$ cat config.mk
export PLATFORM = sky130hd
export DESIGN_NAME = cjlx_exec
export DESIGN_NICKNAME = d
export VERILOG_FILES = /design/src/hdl/cjlx_pkg.sv /design/src/hdl/cjlx_cond_if.sv /design/src/hdl/cjlx_cond.sv /design/src/hdl/cjlx_exec.sv
export SDC_FILE = /design/constraint.sdc
export NUM_CORES = 1
export LEC_CHECK = 0
export ABC_AREA = 1
export BUFFER_PORTS_ARGS = -buffer_cell sky130_fd_sc_hd__buf_2
export CELL_PAD_IN_SITES_DETAIL_PLACEMENT = 2
export CELL_PAD_IN_SITES_GLOBAL_PLACEMENT = 2
export CORE_ASPECT_RATIO = 1.25
export CORE_MARGIN = 2
export CORE_UTILIZATION = 31
export CTS_CLUSTER_DIAMETER = 150
export DETAILED_ROUTE_END_ITERATION = 10
export PLACE_DENSITY = 0.86
export SLEW_MARGIN = 40
export SYNTH_ARGS = -nofsm -noshare
export SYNTH_HDL_FRONTEND = slang
export SYNTH_SLANG_ARGS = --single-unit
$ cat constraint.sdc
create_clock -name clk_i -period 3.6 [get_ports clk_i]
set_input_delay 0.54 -clock clk_i [delete_from_list [all_inputs] [get_ports clk_i]]
set_output_delay 0.54 -clock clk_i [all_outputs]
set_load 0.03 [all_outputs]
$ cat src/hdl/cjlx_pkg.sv
// Constants, encodings and state type for the conditional jump, far call and
// copy execution block.
// Assumes nothing beyond a SystemVerilog compiler; used by cjlx_cond and cjlx_exec.
package cjlx_pkg;

  // Opcodes of the short conditional jumps and the far relative call.
  localparam logic [7:0] OP_JUMP_IF_NONZERO = 8'hd7;
  localparam logic [7:0] OP_JUMP_IF_NOT_ABOVE = 8'hd1;
  localparam logic [7:0] OP_JUMP_IF_STICKY_CLEAR = 8'hd0;
  localparam logic [7:0] OP_JUMP_IF_NO_OVERFLOW = 8'hd5;
  localparam logic [7:0] OP_JUMP_IF_TRAP_CLEAR = 8'hd4;
  localparam logic [7:0] OP_JUMP_IF_STICKY_SET = 8'hd8;
  localparam logic [7:0] OP_JUMP_IF_OVERFLOW = 8'hdd;
  localparam logic [7:0] OP_JUMP_IF_TRAP_SET = 8'hdc;
  localparam logic [7:0] OP_FAR_RELATIVE_CALL = 8'hef;

  // Upper six opcode bits of the copy instructions; the low two give the mode.
  localparam logic [5:0] OP_WORD_COPY = 6'h28;
  localparam logic [5:0] OP_BYTE_COPY = 6'h2c;
  localparam logic [5:0] OP_BYTE_TO_WORD_SIGNED_COPY = 6'h2f;

  // Source addressing modes.
  localparam logic [1:0] AM_DIRECT = 2'h0;
  localparam logic [1:0] AM_IMMEDIATE = 2'h1;
  localparam logic [1:0] AM_INDIRECT = 2'h2;
  localparam logic [1:0] AM_INDEXED = 2'h3;

  // Flag positions inside the six-bit flag vector.
  localparam int unsigned FLG_ZERO = 0;
  localparam int unsigned FLG_NEG = 1;
  localparam int unsigned FLG_CARRY = 2;
  localparam int unsigned FLG_OVF = 3;
  localparam int unsigned FLG_TRAP = 4;
  localparam int unsigned FLG_STICKY = 5;
  localparam int unsigned FLAG_W = 6;

  // State-time counts.
  localparam logic [4:0] ST_JUMP_NOT_TAKEN = 5'h04;
  localparam logic [4:0] ST_JUMP_TAKEN = 5'h08;
  localparam logic [4:0] ST_CALL_ONCHIP = 5'h0d;
  localparam logic [4:0] ST_CALL_OFFCHIP = 5'h10;
  localparam logic [4:0] ST_COPY_BASE = 5'h04;
  localparam logic [4:0] ST_EXTRA_DIRECT = 5'h00;
  localparam logic [4:0] ST_EXTRA_IMMEDIATE = 5'h01;
  localparam logic [4:0] ST_EXTRA_INDIRECT = 5'h02;
  localparam logic [4:0] ST_EXTRA_INDEXED = 5'h03;

  // Data constants.
  localparam logic [7:0] SIGN_LIMIT = 8'h80;
  localparam logic [7:0] HIGH_ONES = 8'hff;
  localparam logic [7:0] HIGH_ZERO = 8'h00;
  localparam logic [7:0] REG_PAGE = 8'h00;
  localparam logic [15:0] STACK_STEP = 16'h0002;
  localparam logic [15:0] NEXT_BYTE = 16'h0001;

  // Instruction kinds and sequencer states.
  typedef enum logic [1:0] {K_JUMP, K_CALL, K_COPY} cjlx_kind_t;
  typedef enum logic [1:0] {C_WORD, C_BYTE, C_SEXT} cjlx_copy_t;
  typedef enum {S_IDLE, S_DISP, S_CALL_LO, S_CALL_HI, S_OPND_A, S_OPND_B, S_DEST, S_WAIT, S_FIN} cjlx_state_t;

endpackage

$ cat src/hdl/cjlx_cond_if.sv
// Carrier between the sequencer and the jump condition evaluator.
// Assumes both ends sit on the same clock; all signals are combinational.
`timescale 1ns/1ps
`default_nettype none
interface cjlx_cond_if;
  logic [7:0] opcode; // Opcode under evaluation.
  logic [5:0] flags; // Current flag vector.
  logic [7:0] disp; // Displacement byte.
  logic [15:0] next_pc; // Address after the displacement byte.
  logic is_jump; // Opcode is one of the eight short jumps.
  logic taken; // Condition holds.
  logic clr_trap; // Jump clears the overflow trap flag.
  logic [15:0] target; // Address to continue at.

  modport seq (output opcode, flags, disp, next_pc, input is_jump, taken, clr_trap, target);
  modport eval (input opcode, flags, disp, next_pc, output is_jump, taken, clr_trap, target);
endinterface
`default_nettype wire

$ cat src/hdl/cjlx_cond.sv
// Condition evaluator for the short conditional jumps: decides the jump and
// forms the continuation address.
// Assumes the sequencer presents a stable opcode, flags and displacement.
`timescale 1ns/1ps
`default_nettype none
module cjlx_cond (
  cjlx_cond_if.eval c // Evaluation side of the carrier.
);

  logic [15:0] disp_ext;

  // The displacement reaches -128 to +127 from the byte after the jump.
  assign disp_ext = {{8{c.disp[7]}}, c.disp};
  assign c.target = c.taken ? c.next_pc + disp_ext : c.next_pc;

  // Condition table; the two trap tests also consume the trap flag.
  always_comb
  begin
    c.is_jump = 1'b1;
    c.taken = 1'b0;
    c.clr_trap = 1'b0;
    unique case (c.opcode)
      cjlx_pkg::OP_JUMP_IF_NONZERO: c.taken = ~c.flags[cjlx_pkg::FLG_ZERO];
      cjlx_pkg::OP_JUMP_IF_NOT_ABOVE:
      begin
        c.taken = ~c.flags[cjlx_pkg::FLG_CARRY] | c.flags[cjlx_pkg::FLG_ZERO];
      end
      cjlx_pkg::OP_JUMP_IF_STICKY_CLEAR: c.taken = ~c.flags[cjlx_pkg::FLG_STICKY];
      cjlx_pkg::OP_JUMP_IF_NO_OVERFLOW: c.taken = ~c.flags[cjlx_pkg::FLG_OVF];
      cjlx_pkg::OP_JUMP_IF_TRAP_CLEAR:
      begin
        c.taken = ~c.flags[cjlx_pkg::FLG_TRAP];
        c.clr_trap = 1'b1;
      end
      cjlx_pkg::OP_JUMP_IF_STICKY_SET: c.taken = c.flags[cjlx_pkg::FLG_STICKY];
      cjlx_pkg::OP_JUMP_IF_OVERFLOW: c.taken = c.flags[cjlx_pkg::FLG_OVF];
      cjlx_pkg::OP_JUMP_IF_TRAP_SET:
      begin
        c.taken = c.flags[cjlx_pkg::FLG_TRAP];
        c.clr_trap = 1'b1;
      end
      default: c.is_jump = 1'b0;
    endcase
  end

endmodule
`default_nettype wire

$ cat src/hdl/cjlx_exec.sv
// Execution block for short conditional jumps, the far relative call and the
// word, byte and sign-extending copies.
// Assumes a byte fetch stream whose fetch_pc_i is the address of the byte on
// offer, and a register/data port that answers a read one cycle later.
`timescale 1ns/1ps
`default_nettype none
module cjlx_exec #(
  parameter int unsigned STATE_CYC = 2 // Clock cycles per state time.
) (
  input wire logic clk_i, // Core clock, 100 MHz.
  input wire logic rst_n_i, // Synchronous reset, active low.
  input wire logic fetch_valid_i, // A fetched byte is on offer.
  input wire logic [7:0] fetch_byte_i, // The byte on offer.
  input wire logic [15:0] fetch_pc_i, // Address of the byte on offer.
  output logic fetch_take_o, // Byte taken this cycle.
  output logic foreign_op_o, // Byte on offer in idle is not handled here.
  input wire logic [5:0] flags_i, // Flags: Z N C V trap sticky, bit 0 up.
  input wire logic [15:0] sp_i, // Current stack pointer.
  input wire logic stack_offchip_i, // High when the stack lies off chip.
  output logic rd_en_o, // Read strobe to register/data space.
  output logic [15:0] rd_addr_o, // Read address.
  input wire logic [15:0] rd_data_i, // Read word, the cycle after rd_en_o.
  output logic wr_en_o, // Write strobe, one cycle.
  output logic wr_byte_o, // Write only the low byte.
  output logic [15:0] wr_addr_o, // Write address.
  output logic [15:0] wr_data_o, // Write data.
  output logic sp_wr_o, // Load stack pointer, one cycle.
  output logic [15:0] sp_o, // New stack pointer.
  output logic flags_wr_o, // Load flags, one cycle.
  output logic [5:0] flags_o, // New flags.
  output logic pc_load_o, // Load program counter, one cycle.
  output logic [15:0] pc_o, // New program counter.
  output logic busy_o, // An instruction is executing.
  output logic done_o // Instruction finished, one cycle.
);

  localparam logic [7:0] STATE_CYC_W = 8'(STATE_CYC);
  localparam logic [7:0] TWO_CYC = 8'h02;

  // Elaboration-time guard: STATE_CYC is held to one to eight cycles a state; the 8-bit cycle counter would serve up to fifteen.
  if (STATE_CYC < 1 || STATE_CYC > 8)
  begin
    $error("STATE_CYC must lie in 1..8");
  end

  cjlx_pkg::cjlx_state_t state_q;
  cjlx_pkg::cjlx_kind_t kind_q;
  cjlx_pkg::cjlx_copy_t copy_q;
  logic [7:0] op_q;
  logic [1:0] mode_q;
  logic [7:0] disp_lo_q;
  logic [4:0] need_st_q;
  logic [7:0] need_cyc;
  logic [7:0] cyc_q;
  logic trap_q;
  logic [15:0] src_q;
  logic rd_en_q;
  logic [15:0] rd_addr_q;
  logic rd_pend_q;
  logic ind_q;
  logic [15:0] wr_addr_q;
  logic [15:0] wr_data_q;
  logic wr_byte_q;
  logic [15:0] sp_q;
  logic [5:0] flags_q;
  logic [15:0] pc_q;
  logic take;
  logic is_copy;
  logic reads_idle;
  logic finish;
  logic [15:0] base_val;
  logic [15:0] after_byte;
  logic [4:0] extra_st;

  cjlx_cond_if cond ();

  cjlx_cond u_cond (
    .c(cond)
  );

  ////////////////////////////////////////////////////////////////////////////
  // Decode and handshake.

  // The evaluator looks at the byte on offer in idle, later at the opcode held.
  assign cond.opcode = (state_q == cjlx_pkg::S_IDLE) ? fetch_byte_i : op_q;
  assign cond.flags = flags_i;
  assign cond.disp = fetch_byte_i;
  assign after_byte = fetch_pc_i + cjlx_pkg::NEXT_BYTE;
  assign cond.next_pc = after_byte;

  assign is_copy = (fetch_byte_i[7:2] == cjlx_pkg::OP_WORD_COPY)
                 || (fetch_byte_i[7:2] == cjlx_pkg::OP_BYTE_COPY)
                 || (fetch_byte_i[7:2] == cjlx_pkg::OP_BYTE_TO_WORD_SIGNED_COPY);
  assign reads_idle = !rd_en_q && !rd_pend_q;
  assign base_val = rd_pend_q ? rd_data_i : src_q;
  assign need_cyc = 8'(need_st_q) * STATE_CYC_W;
  assign finish = (state_q == cjlx_pkg::S_WAIT) && reads_idle && (cyc_q >= need_cyc - TWO_CYC);

  // Indexed mode holds the offset byte until the base register has returned.
  always_comb
  begin
    unique case (state_q)
      cjlx_pkg::S_IDLE: fetch_take_o = cond.is_jump || is_copy || (fetch_byte_i == cjlx_pkg::OP_FAR_RELATIVE_CALL);
      cjlx_pkg::S_DISP, cjlx_pkg::S_CALL_LO, cjlx_pkg::S_CALL_HI, cjlx_pkg::S_OPND_A,
      cjlx_pkg::S_DEST: fetch_take_o = 1'b1;
      cjlx_pkg::S_OPND_B: fetch_take_o = (mode_q != cjlx_pkg::AM_INDEXED) || reads_idle;
      cjlx_pkg::S_WAIT, cjlx_pkg::S_FIN: fetch_take_o = 1'b0;
    endcase
  end
  assign take = fetch_valid_i && fetch_take_o;
  assign foreign_op_o = (state_q == cjlx_pkg::S_IDLE) && fetch_valid_i && !fetch_take_o;

  // Extra state times of the source mode.
  always_comb
  begin
    unique case (mode_q)
      cjlx_pkg::AM_DIRECT: extra_st = cjlx_pkg::ST_EXTRA_DIRECT;
      cjlx_pkg::AM_IMMEDIATE: extra_st = cjlx_pkg::ST_EXTRA_IMMEDIATE;
      cjlx_pkg::AM_INDIRECT: extra_st = cjlx_pkg::ST_EXTRA_INDIRECT;
      cjlx_pkg::AM_INDEXED: extra_st = cjlx_pkg::ST_EXTRA_INDEXED;
    endcase
  end

  ////////////////////////////////////////////////////////////////////////////
  // Sequencer.

  // Operand bytes are taken in stream order; the wait state pads to the count.
  always_ff @(posedge clk_i)
  begin
    if (!rst_n_i)
    begin
      state_q <= cjlx_pkg::S_IDLE;
    end
    else
    begin
      unique case (state_q)
        cjlx_pkg::S_IDLE:
        begin
          if (take && cond.is_jump)
          begin
            state_q <= cjlx_pkg::S_DISP;
          end
          else if (take && is_copy)
          begin
            state_q <= cjlx_pkg::S_OPND_A;
          end
          else if (take)
          begin
            state_q <= cjlx_pkg::S_CALL_LO;
          end
        end
        cjlx_pkg::S_DISP: if (take) state_q <= cjlx_pkg::S_WAIT;
        cjlx_pkg::S_CALL_LO: if (take) state_q <= cjlx_pkg::S_CALL_HI;
        cjlx_pkg::S_CALL_HI: if (take) state_q <= cjlx_pkg::S_WAIT;
        cjlx_pkg::S_OPND_A:
        begin
          if (take)
          begin
            // Word immediates and indexed sources need a second operand byte.
            if ((mode_q == cjlx_pkg::AM_INDEXED) || (mode_q == cjlx_pkg::AM_IMMEDIATE && copy_q == cjlx_pkg::C_WORD))
            begin
              state_q <= cjlx_pkg::S_OPND_B;
            end
            else
            begin
              state_q <= cjlx_pkg::S_DEST;
            end
          end
        end
        cjlx_pkg::S_OPND_B: if (take) state_q <= cjlx_pkg::S_DEST;
        cjlx_pkg::S_DEST: if (take) state_q <= cjlx_pkg::S_WAIT;
        cjlx_pkg::S_WAIT: if (finish) state_q <= cjlx_pkg::S_FIN;
        cjlx_pkg::S_FIN: state_q <= cjlx_pkg::S_IDLE;
      endcase
    end
  end

  // Opcode, kind and mode are latched with the opcode byte.
  always_ff @(posedge clk_i)
  begin
    if (!rst_n_i)
    begin
      op_q <= 8'h00;
      mode_q <= cjlx_pkg::AM_DIRECT;
      kind_q <= cjlx_pkg::K_JUMP;
      copy_q <= cjlx_pkg::C_WORD;
    end
    else if (take && state_q == cjlx_pkg::S_IDLE)
    begin
      op_q <= fetch_byte_i;
      mode_q <= fetch_byte_i[1:0];
      kind_q <= cond.is_jump ? cjlx_pkg::K_JUMP : (is_copy ? cjlx_pkg::K_COPY : cjlx_pkg::K_CALL);
      if (fetch_byte_i[7:2] == cjlx_pkg::OP_BYTE_COPY)
      begin
        copy_q <= cjlx_pkg::C_BYTE;
      end
      else if (fetch_byte_i[7:2] == cjlx_pkg::OP_BYTE_TO_WORD_SIGNED_COPY)
      begin
        copy_q <= cjlx_pkg::C_SEXT;
      end
      else
      begin
        copy_q <= cjlx_pkg::C_WORD;
      end
    end
  end

  // Cycle count from the opcode byte, which is cycle 0.
  always_ff @(posedge clk_i)
  begin
    if (!rst_n_i)
    begin
      cyc_q <= 8'h00;
    end
    else if (take && state_q == cjlx_pkg::S_IDLE)
    begin
      cyc_q <= 8'h01;
    end
    else if (state_q != cjlx_pkg::S_IDLE && cyc_q != 8'hff)
    begin
      cyc_q <= cyc_q + 8'h01;
    end
  end

  // State-time budget; fetch stalls may stretch it but never shorten it.
  always_ff @(posedge clk_i)
  begin
    if (!rst_n_i)
    begin
      need_st_q <= cjlx_pkg::ST_JUMP_NOT_TAKEN;
    end
    else if (take && state_q == cjlx_pkg::S_DISP)
    begin
      need_st_q <= cond.taken ? cjlx_pkg::ST_JUMP_TAKEN : cjlx_pkg::ST_JUMP_NOT_TAKEN;
    end
    else if (take && state_q == cjlx_pkg::S_CALL_HI)
    begin
      need_st_q <= stack_offchip_i ? cjlx_pkg::ST_CALL_OFFCHIP : cjlx_pkg::ST_CALL_ONCHIP;
    end
    else if (take && state_q == cjlx_pkg::S_DEST)
    begin
      need_st_q <= cjlx_pkg::ST_COPY_BASE + extra_st;
    end
  end

  ////////////////////////////////////////////////////////////////////////////
  // Control flow results.

  // Jumps and the call set the new program counter and stack pointer.
  always_ff @(posedge clk_i)
  begin
    if (!rst_n_i)
    begin
      pc_q <= 16'h0000;
      disp_lo_q <= 8'h00;
      sp_q <= 16'h0000;
      flags_q <= 6'h00;
      trap_q <= 1'b0;
    end
    else if (take && state_q == cjlx_pkg::S_DISP)
    begin
      pc_q <= cond.target;
      flags_q <= flags_i & ~(6'h01 << cjlx_pkg::FLG_TRAP);
      trap_q <= cond.clr_trap;
    end
    else if (take && state_q == cjlx_pkg::S_CALL_LO)
    begin
      disp_lo_q <= fetch_byte_i;
      trap_q <= 1'b0;
    end
    else if (take && state_q == cjlx_pkg::S_CALL_HI)
    begin
      pc_q <= after_byte + {fetch_byte_i, disp_lo_q};
      sp_q <= sp_i - cjlx_pkg::STACK_STEP;
    end
    else if (take && state_q == cjlx_pkg::S_IDLE)
    begin
      trap_q <= 1'b0;
    end
  end

  ////////////////////////////////////////////////////////////////////////////
  // Operand reads.

  // One read in flight at a time; indirect mode chains a second read.
  always_ff @(posedge clk_i)
  begin
    if (!rst_n_i)
    begin
      rd_en_q <= 1'b0;
      rd_addr_q <= 16'h0000;
      rd_pend_q <= 1'b0;
      ind_q <= 1'b0;
      src_q <= 16'h0000;
    end
    else
    begin
      rd_en_q <= 1'b0;
      rd_pend_q <= rd_en_q;
      if (rd_pend_q)
      begin
        if (ind_q)
        begin
          rd_en_q <= 1'b1;
          rd_addr_q <= rd_data_i;
          ind_q <= 1'b0;
        end
        else
        begin
          src_q <= rd_data_i;
        end
      end
      if (take && state_q == cjlx_pkg::S_OPND_A)
      begin
        unique case (mode_q)
          cjlx_pkg::AM_IMMEDIATE: src_q <= {8'h00, fetch_byte_i};
          cjlx_pkg::AM_INDIRECT:
          begin
            rd_en_q <= 1'b1;
            rd_addr_q <= {cjlx_pkg::REG_PAGE, fetch_byte_i};
            ind_q <= 1'b1;
          end
          cjlx_pkg::AM_DIRECT, cjlx_pkg::AM_INDEXED:
          begin
            rd_en_q <= 1'b1;
            rd_addr_q <= {cjlx_pkg::REG_PAGE, fetch_byte_i};
          end
        endcase
      end
      if (take && state_q == cjlx_pkg::S_OPND_B)
      begin
        if (mode_q == cjlx_pkg::AM_IMMEDIATE)
        begin
          src_q[15:8] <= fetch_byte_i;
        end
        else
        begin
          // Short indexed form: base register plus signed offset byte.
          rd_en_q <= 1'b1;
          rd_addr_q <= base_val + {{8{fetch_byte_i[7]}}, fetch_byte_i};
        end
      end
    end
  end

  ////////////////////////////////////////////////////////////////////////////
  // Destination write.

  // The call pushes its return address; copies write the destination register.
  always_ff @(posedge clk_i)
  begin
    if (!rst_n_i)
    begin
      wr_addr_q <= 16'h0000;
      wr_data_q <= 16'h0000;
      wr_byte_q <= 1'b0;
    end
    else if (take && state_q == cjlx_pkg::S_CALL_HI)
    begin
      wr_addr_q <= sp_i - cjlx_pkg::STACK_STEP;
      wr_data_q <= after_byte;
      wr_byte_q <= 1'b0;
    end
    else if (take && state_q == cjlx_pkg::S_DEST)
    begin
      wr_addr_q <= {cjlx_pkg::REG_PAGE, fetch_byte_i};
    end
    else if (finish && kind_q == cjlx_pkg::K_COPY)
    begin
      unique case (copy_q)
        cjlx_pkg::C_WORD:
        begin
          wr_data_q <= src_q;
          wr_byte_q <= 1'b0;
        end
        cjlx_pkg::C_BYTE:
        begin
          wr_data_q <= {8'h00, src_q[7:0]};
          wr_byte_q <= 1'b1;
        end
        cjlx_pkg::C_SEXT:
        begin
          // High byte from the source sign, judged against the limit.
          wr_data_q <= {(src_q[7:0] < cjlx_pkg::SIGN_LIMIT) ? cjlx_pkg::HIGH_ZERO : cjlx_pkg::HIGH_ONES,
                        src_q[7:0]};
          wr_byte_q <= 1'b0;
        end
      endcase
    end
  end

  ////////////////////////////////////////////////////////////////////////////
  // Outputs.

  // Strobes fire in the single finishing cycle; copies never touch the flags.
  assign wr_en_o = (state_q == cjlx_pkg::S_FIN) && (kind_q != cjlx_pkg::K_JUMP);
  assign sp_wr_o = (state_q == cjlx_pkg::S_FIN) && (kind_q == cjlx_pkg::K_CALL);
  assign pc_load_o = (state_q == cjlx_pkg::S_FIN) && (kind_q != cjlx_pkg::K_COPY);
  assign flags_wr_o = (state_q == cjlx_pkg::S_FIN) && (kind_q == cjlx_pkg::K_JUMP) && trap_q;
  assign done_o = (state_q == cjlx_pkg::S_FIN);
  assign busy_o = (state_q != cjlx_pkg::S_IDLE);
  assign rd_en_o = rd_en_q;
  assign rd_addr_o = rd_addr_q;
  assign wr_addr_o = wr_addr_q;
  assign wr_data_o = wr_data_q;
  assign wr_byte_o = wr_byte_q;
  assign sp_o = sp_q;
  assign flags_o = flags_q;
  assign pc_o = pc_q;

endmodule
`default_nettype wire

Word-level counts from Yosys, hierarchy flattened --
Index checks and enable logic that the tools add are counted. Widths: inputs -> output; s select.
Cells by class: multipliers 0, reductions and logical operators 61, mux-type cells 65, bitwise gates (word level) 10, add/sub/neg operators 8, shift-type cells 0, $lt $le $gt $ge 2, eq/ne operators 47, div/mod/pow operators 0
Operators by type and width (number):
- $mux 16 | 20
- $mux 32 | 8
- $pmux 32 s7 | 1
- $eq 32x3->1 const B | 6
- $eq 32x4->1 const B | 5
- $eq 32x2->1 const B | 3
- $eq 8x8->1 const B | 9
- $logic_not 32->1 | 2
- $add 16x16->16 | 3
- $pmux 16 s3 | 1
- $eq 32x1->1 const B | 1
- $eq 32x5->1 const B | 1
- $mux 8 | 4
- $reduce_bool 32->1 | 1
- $logic_and 1x1->1 | 23
- $mux 5 | 4
- $pmux 5 s4 | 1
- $eq 6x6->1 const B | 3
- $mux 1 | 17
- $add 16x1->16 const B | 1
- $ne 2x2->1 const B | 8
- $sub 16x2->16 const B | 1
- $mux 2 | 5
- $reduce_and 2->1 | 5
- other kinds (28) | 60
Word-level totals: memories kept 0, flip-flop bits (word level) 173, logic and storage cells 214, bits in read-only memories 0, output and inout bits 96, input port bits 66, memory bits (writable) 0, bits in latches 0

Longest topological paths before layout --
Gate-level depths: netlist of run 1.
depth after elaboration 14, depth in mapped cells 24, depth with buffers taken out 24

By module --
Synthesis of run 1 repeated with hierarchy kept, for this count alone.
Unflattened totals: cell total of the unflattened synthesis 1764, area, all modules 10875.4 um^2
Modules (own cells, without submodules):
- cjlx_exec | times used 1, area an instance 9484.1 um^2, cells an instance 1490, sequential area each 2862.7 um^2
- cjlx_cond | times used 1, area an instance 1391.3 um^2, cells an instance 274, sequential area each 0.0 um^2

Worst setup path after synthesis of run 1 --
Ideal clock, no wire load.
path type input -> output, start point input port fetch_byte_i[2], end point output port foreign_op_o, stages on the path 11, path slack 0.657 ns, arrival 2.403 ns, required time 3.060 ns, path buffers 1, path through clkbuf_1 -> nand3_1 -> nand2_1 -> nor2_1 -> nand3_1 -> nand2_1 -> nor2_2 -> nand3_4 -> nand2_1 -> inv_1 -> nor3_1
Between the ends: longest elaborated chain between the ends 9, elaborated cells between the ends (all ways) 22, those cells by class 12 x eq/ne; 3 x mux; 7 x reduce/logical
Ends and longest elaborated chain:
- start: declaration | line cjlx_exec.sv:13 | input wire logic [7:0] fetch_byte_i,
- $mux 8 | line cjlx_exec.sv:85 | assign cond.opcode = (state_q == cjlx_pkg::S_IDLE) ? fetch_byte_i : op_q;
- $eq 8x8->1 | line cjlx_cond.sv:22 | unique case (c.opcode)
- $reduce_or 8->1 (no source line)
- $mux 1 | line cjlx_cond.sv:22
- $logic_or 1x1->1 | line cjlx_exec.sv:103 | cjlx_pkg::S_IDLE: fetch_take_o = cond.is_jump || is_copy || (fetch_byte_i == cjlx_pkg::OP_FAR_RELATIVE_CALL);
- $logic_or 1x1->1 * | line cjlx_exec.sv:103
- $pmux 1 s4 * | line cjlx_exec.sv:102 | unique case (state_q)
- net fetch_take_o | line cjlx_exec.sv:15 | output logic fetch_take_o,
- $logic_not 1->1 * | line cjlx_exec.sv:111 | assign foreign_op_o = (state_q == cjlx_pkg::S_IDLE) && fetch_valid_i && !fetch_take_o;
- $logic_and 1x1->1 * | line cjlx_exec.sv:111
- end: declaration | line cjlx_exec.sv:16 | output logic foreign_op_o,
Mark *: on every way through the listed nets, which the timed path passes. The rest lies on a longest branch.

Worst setup path in the final report of run 1 --
start point register state_q[3], end point output port foreign_op_o
Between the ends: longest elaborated chain between the ends 10, elaborated cells between the ends (all ways) 29, those cells by class 16 x eq/ne; 3 x mux; 10 x reduce/logical
Ends and longest elaborated chain:
- start: declaration | line cjlx_exec.sv:46 | cjlx_pkg::cjlx_state_t state_q;
- start signal: assignment | line cjlx_exec.sv:132 | state_q <= cjlx_pkg::S_IDLE;
- start signal: assignment | line cjlx_exec.sv:141 | state_q <= cjlx_pkg::S_DISP;
- start signal: assignment | line cjlx_exec.sv:145 | state_q <= cjlx_pkg::S_OPND_A;
- $logic_not 32->1 | line cjlx_exec.sv:85, cjlx_exec.sv:111
- $mux 8 | line cjlx_exec.sv:85
- $eq 8x8->1 | line cjlx_cond.sv:22
- $reduce_or 8->1 (no source line)
- $mux 1 | line cjlx_cond.sv:22
- $logic_or 1x1->1 (2 in a row) | line cjlx_exec.sv:103
- $pmux 1 s4 | line cjlx_exec.sv:102
- $logic_not 1->1 | line cjlx_exec.sv:111
- $logic_and 1x1->1 * | line cjlx_exec.sv:111
Every way passes the cells marked *; elsewhere a longest branch is shown, timed or not.

==> results of run 1 <==
metal layers:
| metal | track usage | part of all wire | vias to the layer above | wire, um |
|---|---|---|---|---|
| li1 | - | - | 5443 | - |
| met1 | 0.287 | 0.40 | 5628 | 17900 |
| met2 | 0.501 | 0.52 | 274 | 23200 |
| met3 | 0.0419 | 0.045 | 89 | 2040 |
| met4 | 0.107 | 0.038 | 0 | 1720 |
| met5 | 0 | 0 | - | 0 |
cell type report:
cell class | count | share of cell area
multi-input cells | 1182 | 0.518
clock inverters | 14 | 0.0156
well taps | 418 | 0.0427
repair buffers | 209 | 0.0967
clock buffers | 17 | 0.0347
inverters | 188 | 0.0584
flip-flops and latches | 143 | 0.234
cell usage in the layout, fill, tap and decap left out, drive strengths merged, types with 2 or more instances in the layout:
master,instances
a211oi,3
a21boi,2
a21o,9
a21oi,142
a31oi,7
buf,209
bufinv,4
clkbuf,17
clkinv,7
clkinvlp,4
dfxtp,143
fa,3
ha,58
inv,187
mux2,5
nand2,448
nand3,76
nand4,14
nor2,132
nor3,25
nor3b,2
nor4,8
o2111ai,2
o211ai,12
o21a,4
o21ai,143
o21bai,2
o22ai,4
o31ai,5
or2,3
xnor2,19
xor2,48
per-stage QoR:
| stage | setup slack, ns | utilization | hold WS (ns) | std cells |
|---|---|---|---|---|
| floorplan | 0.657 | - | 0.441 | 1561 |
| detailed placement | 0.0740 | 0.358 | 0.434 | 2138 |
| global placement | 0.249 | 0.358 | 0.425 | 2138 |
| finish | 0.199 | 0.377 | 0.355 | 2171 |
| CTS | 0.0839 | 0.377 | 0.339 | 2169 |
| global route | 0.0184 | 0.377 | 0.365 | 2171 |
flip-flops by register name, summed over array words and instances, names as in the netlist:
name / flops
copy_q: 2
cyc_q: 8
disp_lo_q: 8
flags_o: 5
ind_q: 1
kind_q: 2
need_st_q: 5
op_q: 8
pc_o: 16
rd_addr_o: 16
rd_en_o: 1
rd_pend_q: 1
sp_o: 16
src_q: 16
state_q: 4
trap_q: 1
wr_addr_o: 16
wr_byte_o: 1
wr_data_o: 16
power groups by stage:
stage	logic [mW]	clock network (mW)	registers [mW]
after floorplan	1.39	0	1.81
after global placement	1.99	0	1.79
after detailed placement	2.09	0	1.79
after CTS	2.13	2.00	1.76
after global routing	2.35	2.06	1.77
final	2.14	1.97	1.76
worst paths after layout:
path,start,to,slack [ns],cells past startpoint
hold reg to reg,sp_o[12]$_SDFFE_PN0P_,sp_o[12]$_SDFFE_PN0P_,0.45,2
setup reg to reg,rd_pend_q$_SDFF_PN0_,rd_addr_o[12]$_SDFF_PN0_,0.42,14
setup / recovery,state_q[3]$_SDFFE_PN0P_,foreign_op_o,0.20,14
hold / removal,flags_i[1],flags_o[1]$_SDFFE_PN0N_,0.36,3
worst min-delay path: cells and delay by family:
kind                   cells  cell delay (ns)
buffers and inverters      1             0.10
AND/OR/NAND/NOR            1             0.05
AO/OA/AOI/OAI              1             0.06
kinds of logic after synthesis:
kind of cell,after synthesis,synth area share
flops,143,0.281
xor+xnor,67,0.0577
simple gates,711,0.303
other cells,1,0.000369
fa+ha+maj,61,0.0772
compound gates,337,0.180
buf+inv,236,0.0944
mux,5,0.00553
what timing repair did:
| item | in CTS | in global routing |
|---|---|---|
| gates resized for setup | 0 | 0 |
| setup endpoints to repair | 0 | 1 |
| buffers inserted | 0 | 2 |
==> summary.md, run 1 <==
| Metric | Value |
|---|---|
| Status | complete, no violations |
| Slew headroom | 0.550 |
| Hpwl dp | 34,700 um |
| CP max stage cell | dfxtp_1 |
| Cell Area, Synth | between 0.01 and 0.015 mm^2 |
| Final setup viols | 0 |
| Clock share of power | 0.335 |
| Die height | 207 um |
| Worst Path Arrival | 2.86 ns |
| RSZ-0062 raised after global routing | no |
| Total number of vias | 11,400 |
| Antenna Violating Nets Remaining | 0 |
| Slew Viols, Final | 0 |
| Post-synthesis sequential area ratio | 0.281 |
| CP Launch Type | register |
| Root Buffer Master | clkbuf_16 |
| Fin crit share | 0.945 |
| Die width | roughly 170 um |
| Synth Flop Type | dfxtp_1 |
| Rows | 74 |
| Number of fill cells | 4,015 |
| Initial antenna violation count | 0 |
| Internal power | 3.44 mW |
| Area taken by flip-flops and latches | 0.00286 mm^2 |
| Netlist cell types | 59 |
| Crit-path max cell delay | 0.37 ns |
| Max Clock Freq | a little under 300 MHz |
| Crit-path max FO | 15 |
| Layout net count | 1,868 |
| Critical path's top delay family | simple AND/OR/NAND/NOR gates |
| Worst min path class | in2reg |
| Ys async rst share | 0 |
| Count of input and output buffers | 160 |
| Initial DRC count | 482 |
| Post-synth top area share | 0.281 |
| Area Overhead vs Synth | 20.5% |
| First-pass GRT wire length | 70,100 um |
| Synth cell count leaders | nand2_1, inv_1, dfxtp_1 |
| Vias in the first global route | 12,700 |
| Most used cell, CP | nand2_1 |
| Largest net degree at the start of global routing | between 70 and 80 |
| Most common cell in the netlist | nand2_1 |
| NetSw | approximately 2.4 mW |
| Post-synth EDFFs | 0 |
| Clock H-tree levels | 4 |
| Combinational power share | 0.365 |
| Drt wl/cell | 20.7 um |
| Crit Path Category | reg2out |
| Global-route usage over all layers | 0.262 |
| Tightest Pin Transition | a little under 0.7 ns |
| Total power | 5.87 mW |
| Endpoint class of the critical path | output pin |
| Total of warnings raised by yosys | 0 |
| Synth Area per Inst | 6.52 um^2 |
| Crit path cell chain | nor2_4 -> nand2_4 -> nand2_1 -> nand2_1 -> nand2_2 -> inv_1 -> nand2_1 -> nand2_1 -> nor2_2 -> nand3_4 -> nand2_1 -> inv_1 -> nor3_1 -> buf_2 |
| I/O pin count | 162 |
| Multi-input gate area | 0.00635 mm^2 |
| Post-Syn Nets | 1,688 |
| Clock Latency Late Sink | about 0.45 ns |
| Lkg Pwr | between 6 and 7 nW |
| Core ar. | 0.0325 mm^2 |
| Buffer and inverter count on the worst path | 3 |
| Drc violations | 0 |
| Synth area leaders | dfxtp_1, nand2_1, ha_1 |
| # diodes | 0 |
| Ratio of cells with drive above 1 in the final layout | 0.166 |
| DIE AREA | 0.0343 mm^2 |
| Post-layout instance area | 0.0123 mm^2 |
| Tmin final | 3.40 ns |
| RePlAce Congestion | 0.941 |
| Worst vdd ir | 397 uV |
| Biggest area consumer among synthesized cells | dfxtp_1 |
| Yosys reg bits | around 140 |
| Pre-Repair DR Iteration Count | 4 |
| Fin Setup TNS | 0 ns |
| CTS Buffer Depth | 2 |
| Power Density | around 480 mW/mm^2 |
| TritonCTS clock tree | done |
| Placed cell area | 0.0116 mm^2 |
| Starting density of the core | 0.313 |
| # Max-Cap Violations | 0 |
| Clk sinks | 143 |
| Routed WL | 44,900 um |
| CTS buffer count | 17 |
| Reg power frac | 0.299 |
| Post-route clock skew | between 0.01 and 0.015 ns |
| Clock transition at the registers of the reported paths | 0.06 ns |
| Required @ worst endpoint | 3.06 ns |
| Final Hold Fails | 0 |
| Cells after Synth | about 1,600 |
| # hold bufs at CTS | 0 |
| Total grt overflow | 0 |
| Sw frac | 0.413 |
| Via density | 5.27 |
(Power assumes the default switching activity.)
==> run 2, diff against run 1 <==
--- a/config.mk
+++ b/config.mk
@@ -14,7 +14,9 @@
 export CORE_UTILIZATION = 31
 export CTS_CLUSTER_DIAMETER = 150
 export DETAILED_ROUTE_END_ITERATION = 10
+export HOLD_SLACK_MARGIN = 0.1
 export PLACE_DENSITY = 0.86
+export SETUP_SLACK_MARGIN = 0.2
 export SLEW_MARGIN = 40
 export SYNTH_ARGS = -nofsm -noshare
 export SYNTH_HDL_FRONTEND = slang
==> run 2 against run 1 <==
  * Critical path depth did not move
  * Sequential power barely moved
  * Flip-flop and latch count did not move
  * Maximum frequency rose by 6.0%
  * Global-route usage rose by 0.098 points
  * Clock skew rose by 0.0011 ns
  * Count of clock-buffer cells in the layout did not move
  * Combinational power barely moved
  * Worst hold slack barely moved
  * Critical path type unchanged
  * Critical endpoint unchanged
  * Largest power group unchanged
==> summary.md, run 2 (synthesized netlist as in run 1, its figures left out) <==
| Metric | Value |
|---|---|
| Status | complete, no violations |
| Via density | 5.29 (+0.38%) |
| Non-Filler Instances | 2,173 (+0.092%) |
| Clock Latency Late Sink | 0.46 ns (about the same) |
| Final setup viols | 0 (unchanged) |
| Die width | 166 um (unchanged) |
| Reg-to-Reg End | wr_data_o[4]$_SDFFE_PN0P_ |
| Worst Path Arrival | 2.67 ns (-0.19 ns) |
| Power Density | 480 mW/mm^2 (+0.21%) |
| Die height | 207 um (unchanged) |
| Endpoint class of the critical path | output pin |
| Number of fill cells | 4,006 (-0.22%) |
| Tightest Pin Transition | 0.669 ns (-0.00641 ns) |
| Core ar. | 0.0325 mm^2 (unchanged) |
| Hold path startpoint | flags_i[1] |
| Worst hold endpoint | flags_o[1]$_SDFFE_PN0N_ |
| Cells on worst reg2reg path | 15 (+1) |
| Rows | 74 (unchanged) |
| Cell count after placement | 2,138 (unchanged) |
| CTS buffer count | 17 (unchanged) |
| CP Launch Type | register |
| Hpwl dp | 34,700 um (unchanged) |
| Ratio of cells with drive above 1 in the final layout | 0.170 (+0.00437) |
| Setup slack after layout | 0.391 ns (+0.192 ns) |
| Most common cell after layout, fill and taps aside | nand2_1 |
| Count of input and output buffers | 160 (unchanged) |
| First-pass GRT wire length | 70,300 um (+0.34%) |
| DIE AREA | 0.0343 mm^2 (unchanged) |
| Clk sinks | 143 (unchanged) |
| Fin Setup TNS | 0 ns (unchanged) |
| # Max-Cap Violations | 0 (unchanged) |
| Worst vdd ir | 418 uV (+5.4%) |
| Final Hold Fails | 0 (unchanged) |
| RSZ-0062 raised after global routing | no |
| Drt wl/cell | 20.8 um (+0.43%) |
| Crit path cell chain | nor2_4 -> nand2_4 -> nand2_1 -> nand2_1 -> nand2_2 -> inv_1 -> nand2_1 -> nand2_1 -> nor2_2 -> nand3_4 -> nand2_1 -> inv_1 -> nor3_1 -> buf_2 |
| Root Buffer Master | clkbuf_16 |
| # hold bufs at CTS | 0 (unchanged) |
| Required @ worst endpoint | 3.06 ns (about the same) |
| Lkg Pwr | 6.25 nW (+0.14%) |
| Largest net degree at the start of global routing | 77 (unchanged) |
| Global-route usage over all layers | 0.263 (+0.000981) |
| Dpl ws | 0.0740 ns (unchanged) |
| Pre-Repair DR Iteration Count | 5 (+1) |
| Post-route clock skew | 0.0145 ns (+0.00108 ns) |
| Most frequent cells in the layout | nand2_1, inv_1, buf_2 |
| Tmin final | 3.21 ns (-0.192 ns) |
| CTS Buffer Depth | 2 (unchanged) |
| Most used cell, CP | nand2_1 |
| Area Overhead vs Synth | 20.8% |
| Max Clock Freq | 312 MHz (+6.0%) |
| Routed WL | 45,100 um (+0.52%) |
| Hold path depth | 3 (unchanged) |
| Worst min path class | in2reg |
| TritonCTS clock tree | done |
| Initial DRC count | 536 (+11%) |
| Crit-path max FO | 15 (unchanged) |
| Antenna Violating Nets Remaining | 0 (unchanged) |
| Fin crit share | 0.891 (-0.0534) |
| Total number of vias | 11,500 (+0.47%) |
| Drc violations | 0 (unchanged) |
| Initial antenna violation count | 0 (unchanged) |
| # diodes | 0 (unchanged) |
| Starting density of the core | 0.313 (unchanged) |
| Total grt overflow | 0 (unchanged) |
| Slew headroom | 0.554 (+0.00427) |
| Crit-path max cell delay | 0.39 ns (+0.02 ns) |
| Clock transition at the registers of the reported paths | 0.07 ns (about the same) |
| I/O pin count | 162 (unchanged) |
| Reg2Reg Setup Slack | 0.59 ns (+0.17 ns) |
| Vias in the first global route | 12,800 (+0.40%) |
| RePlAce Congestion | 0.941 (unchanged) |
| Clock H-tree levels | 4 (unchanged) |
| Post-layout instance area | 0.0123 mm^2 (+0.27%) |
| Placed cell area | 0.0116 mm^2 (unchanged) |
| Reg-to-Reg Start | need_st_q[2]$_SDFFE_PN1P_ |
| Layout net count | 1,870 (+0.11%) |
| CP max stage cell | dfxtp_2 |
| Slew Viols, Final | 0 (unchanged) |
| Crit Path Category | reg2out |
[run 2: worst max-delay path by stage]
stage                                 start                     to  slack, ns  depth (start not counted)
floorplan                   fetch_byte_i[2]           foreign_op_o       0.66                         11
global placement              fetch_pc_i[0]  pc_o[15]$_SDFFE_PN0P_       0.25                         23
detailed placement            fetch_pc_i[0]  pc_o[15]$_SDFFE_PN0P_       0.07                         24
CTS                 state_q[0]$_SDFFE_PN0P_           foreign_op_o       0.30                         13
global route                  fetch_pc_i[0]  pc_o[15]$_SDFFE_PN0P_       0.21                         25
finish              state_q[1]$_SDFFE_PN0P_           foreign_op_o       0.39                         14
[run 2: final cells by class]
class | instances | area (um^2) | area share
Clock buffer | 17 | 425 | 0.0346
Inverter | 188 | 716 | 0.0582
Clock inverter | 14 | 191 | 0.0156
Tap cell | 418 | 523 | 0.0426
Multi-Input combinational cell | 1182 | 6370 | 0.518
Sequential cell | 143 | 2870 | 0.233
Timing Repair Buffer | 211 | 1200 | 0.0976
[run 2: per-stage QoR]
stage,util,hold slack (ns),total power [mW]
after floorplan,-,0.441,3.20
after global placement,0.358,0.425,3.78
after detailed placement,0.358,0.434,3.88
after CTS,0.378,0.339,5.92
after global routing,0.378,0.365,6.20
final,0.378,0.356,5.89
[run 2: what timing repair did]
item                                    4_1_cts  5_1_grt
endpoints found under the setup margin        1        6
buffers inserted                              4        0
endpoints found under the hold margin         0        0
pin swaps                                     2        1
resized for setup                             1        6
[run 2: routing by layer]
metal  vias to the layer above  global-route usage  share of wire
met5                         -                   0              0
met4                         0               0.109          0.036
met3                        88              0.0421          0.033
met2                       239               0.504           0.52
met1                      5715               0.287           0.41
li1                       5446                   -              -
[run 2: worst max-delay path, delay by kind of cell (launching register included)]
kind	cells	cell delay, ns
buf+inv	3	0.34
simple gates	11	1.47
flops	1	0.39
[run 2: report_power, final]
group,internal (mW),switching (mW),leakage [nW]
registers,1.68,0.0842,1.15
clock network,1.16,0.810,0.292
logic,0.625,1.54,4.80
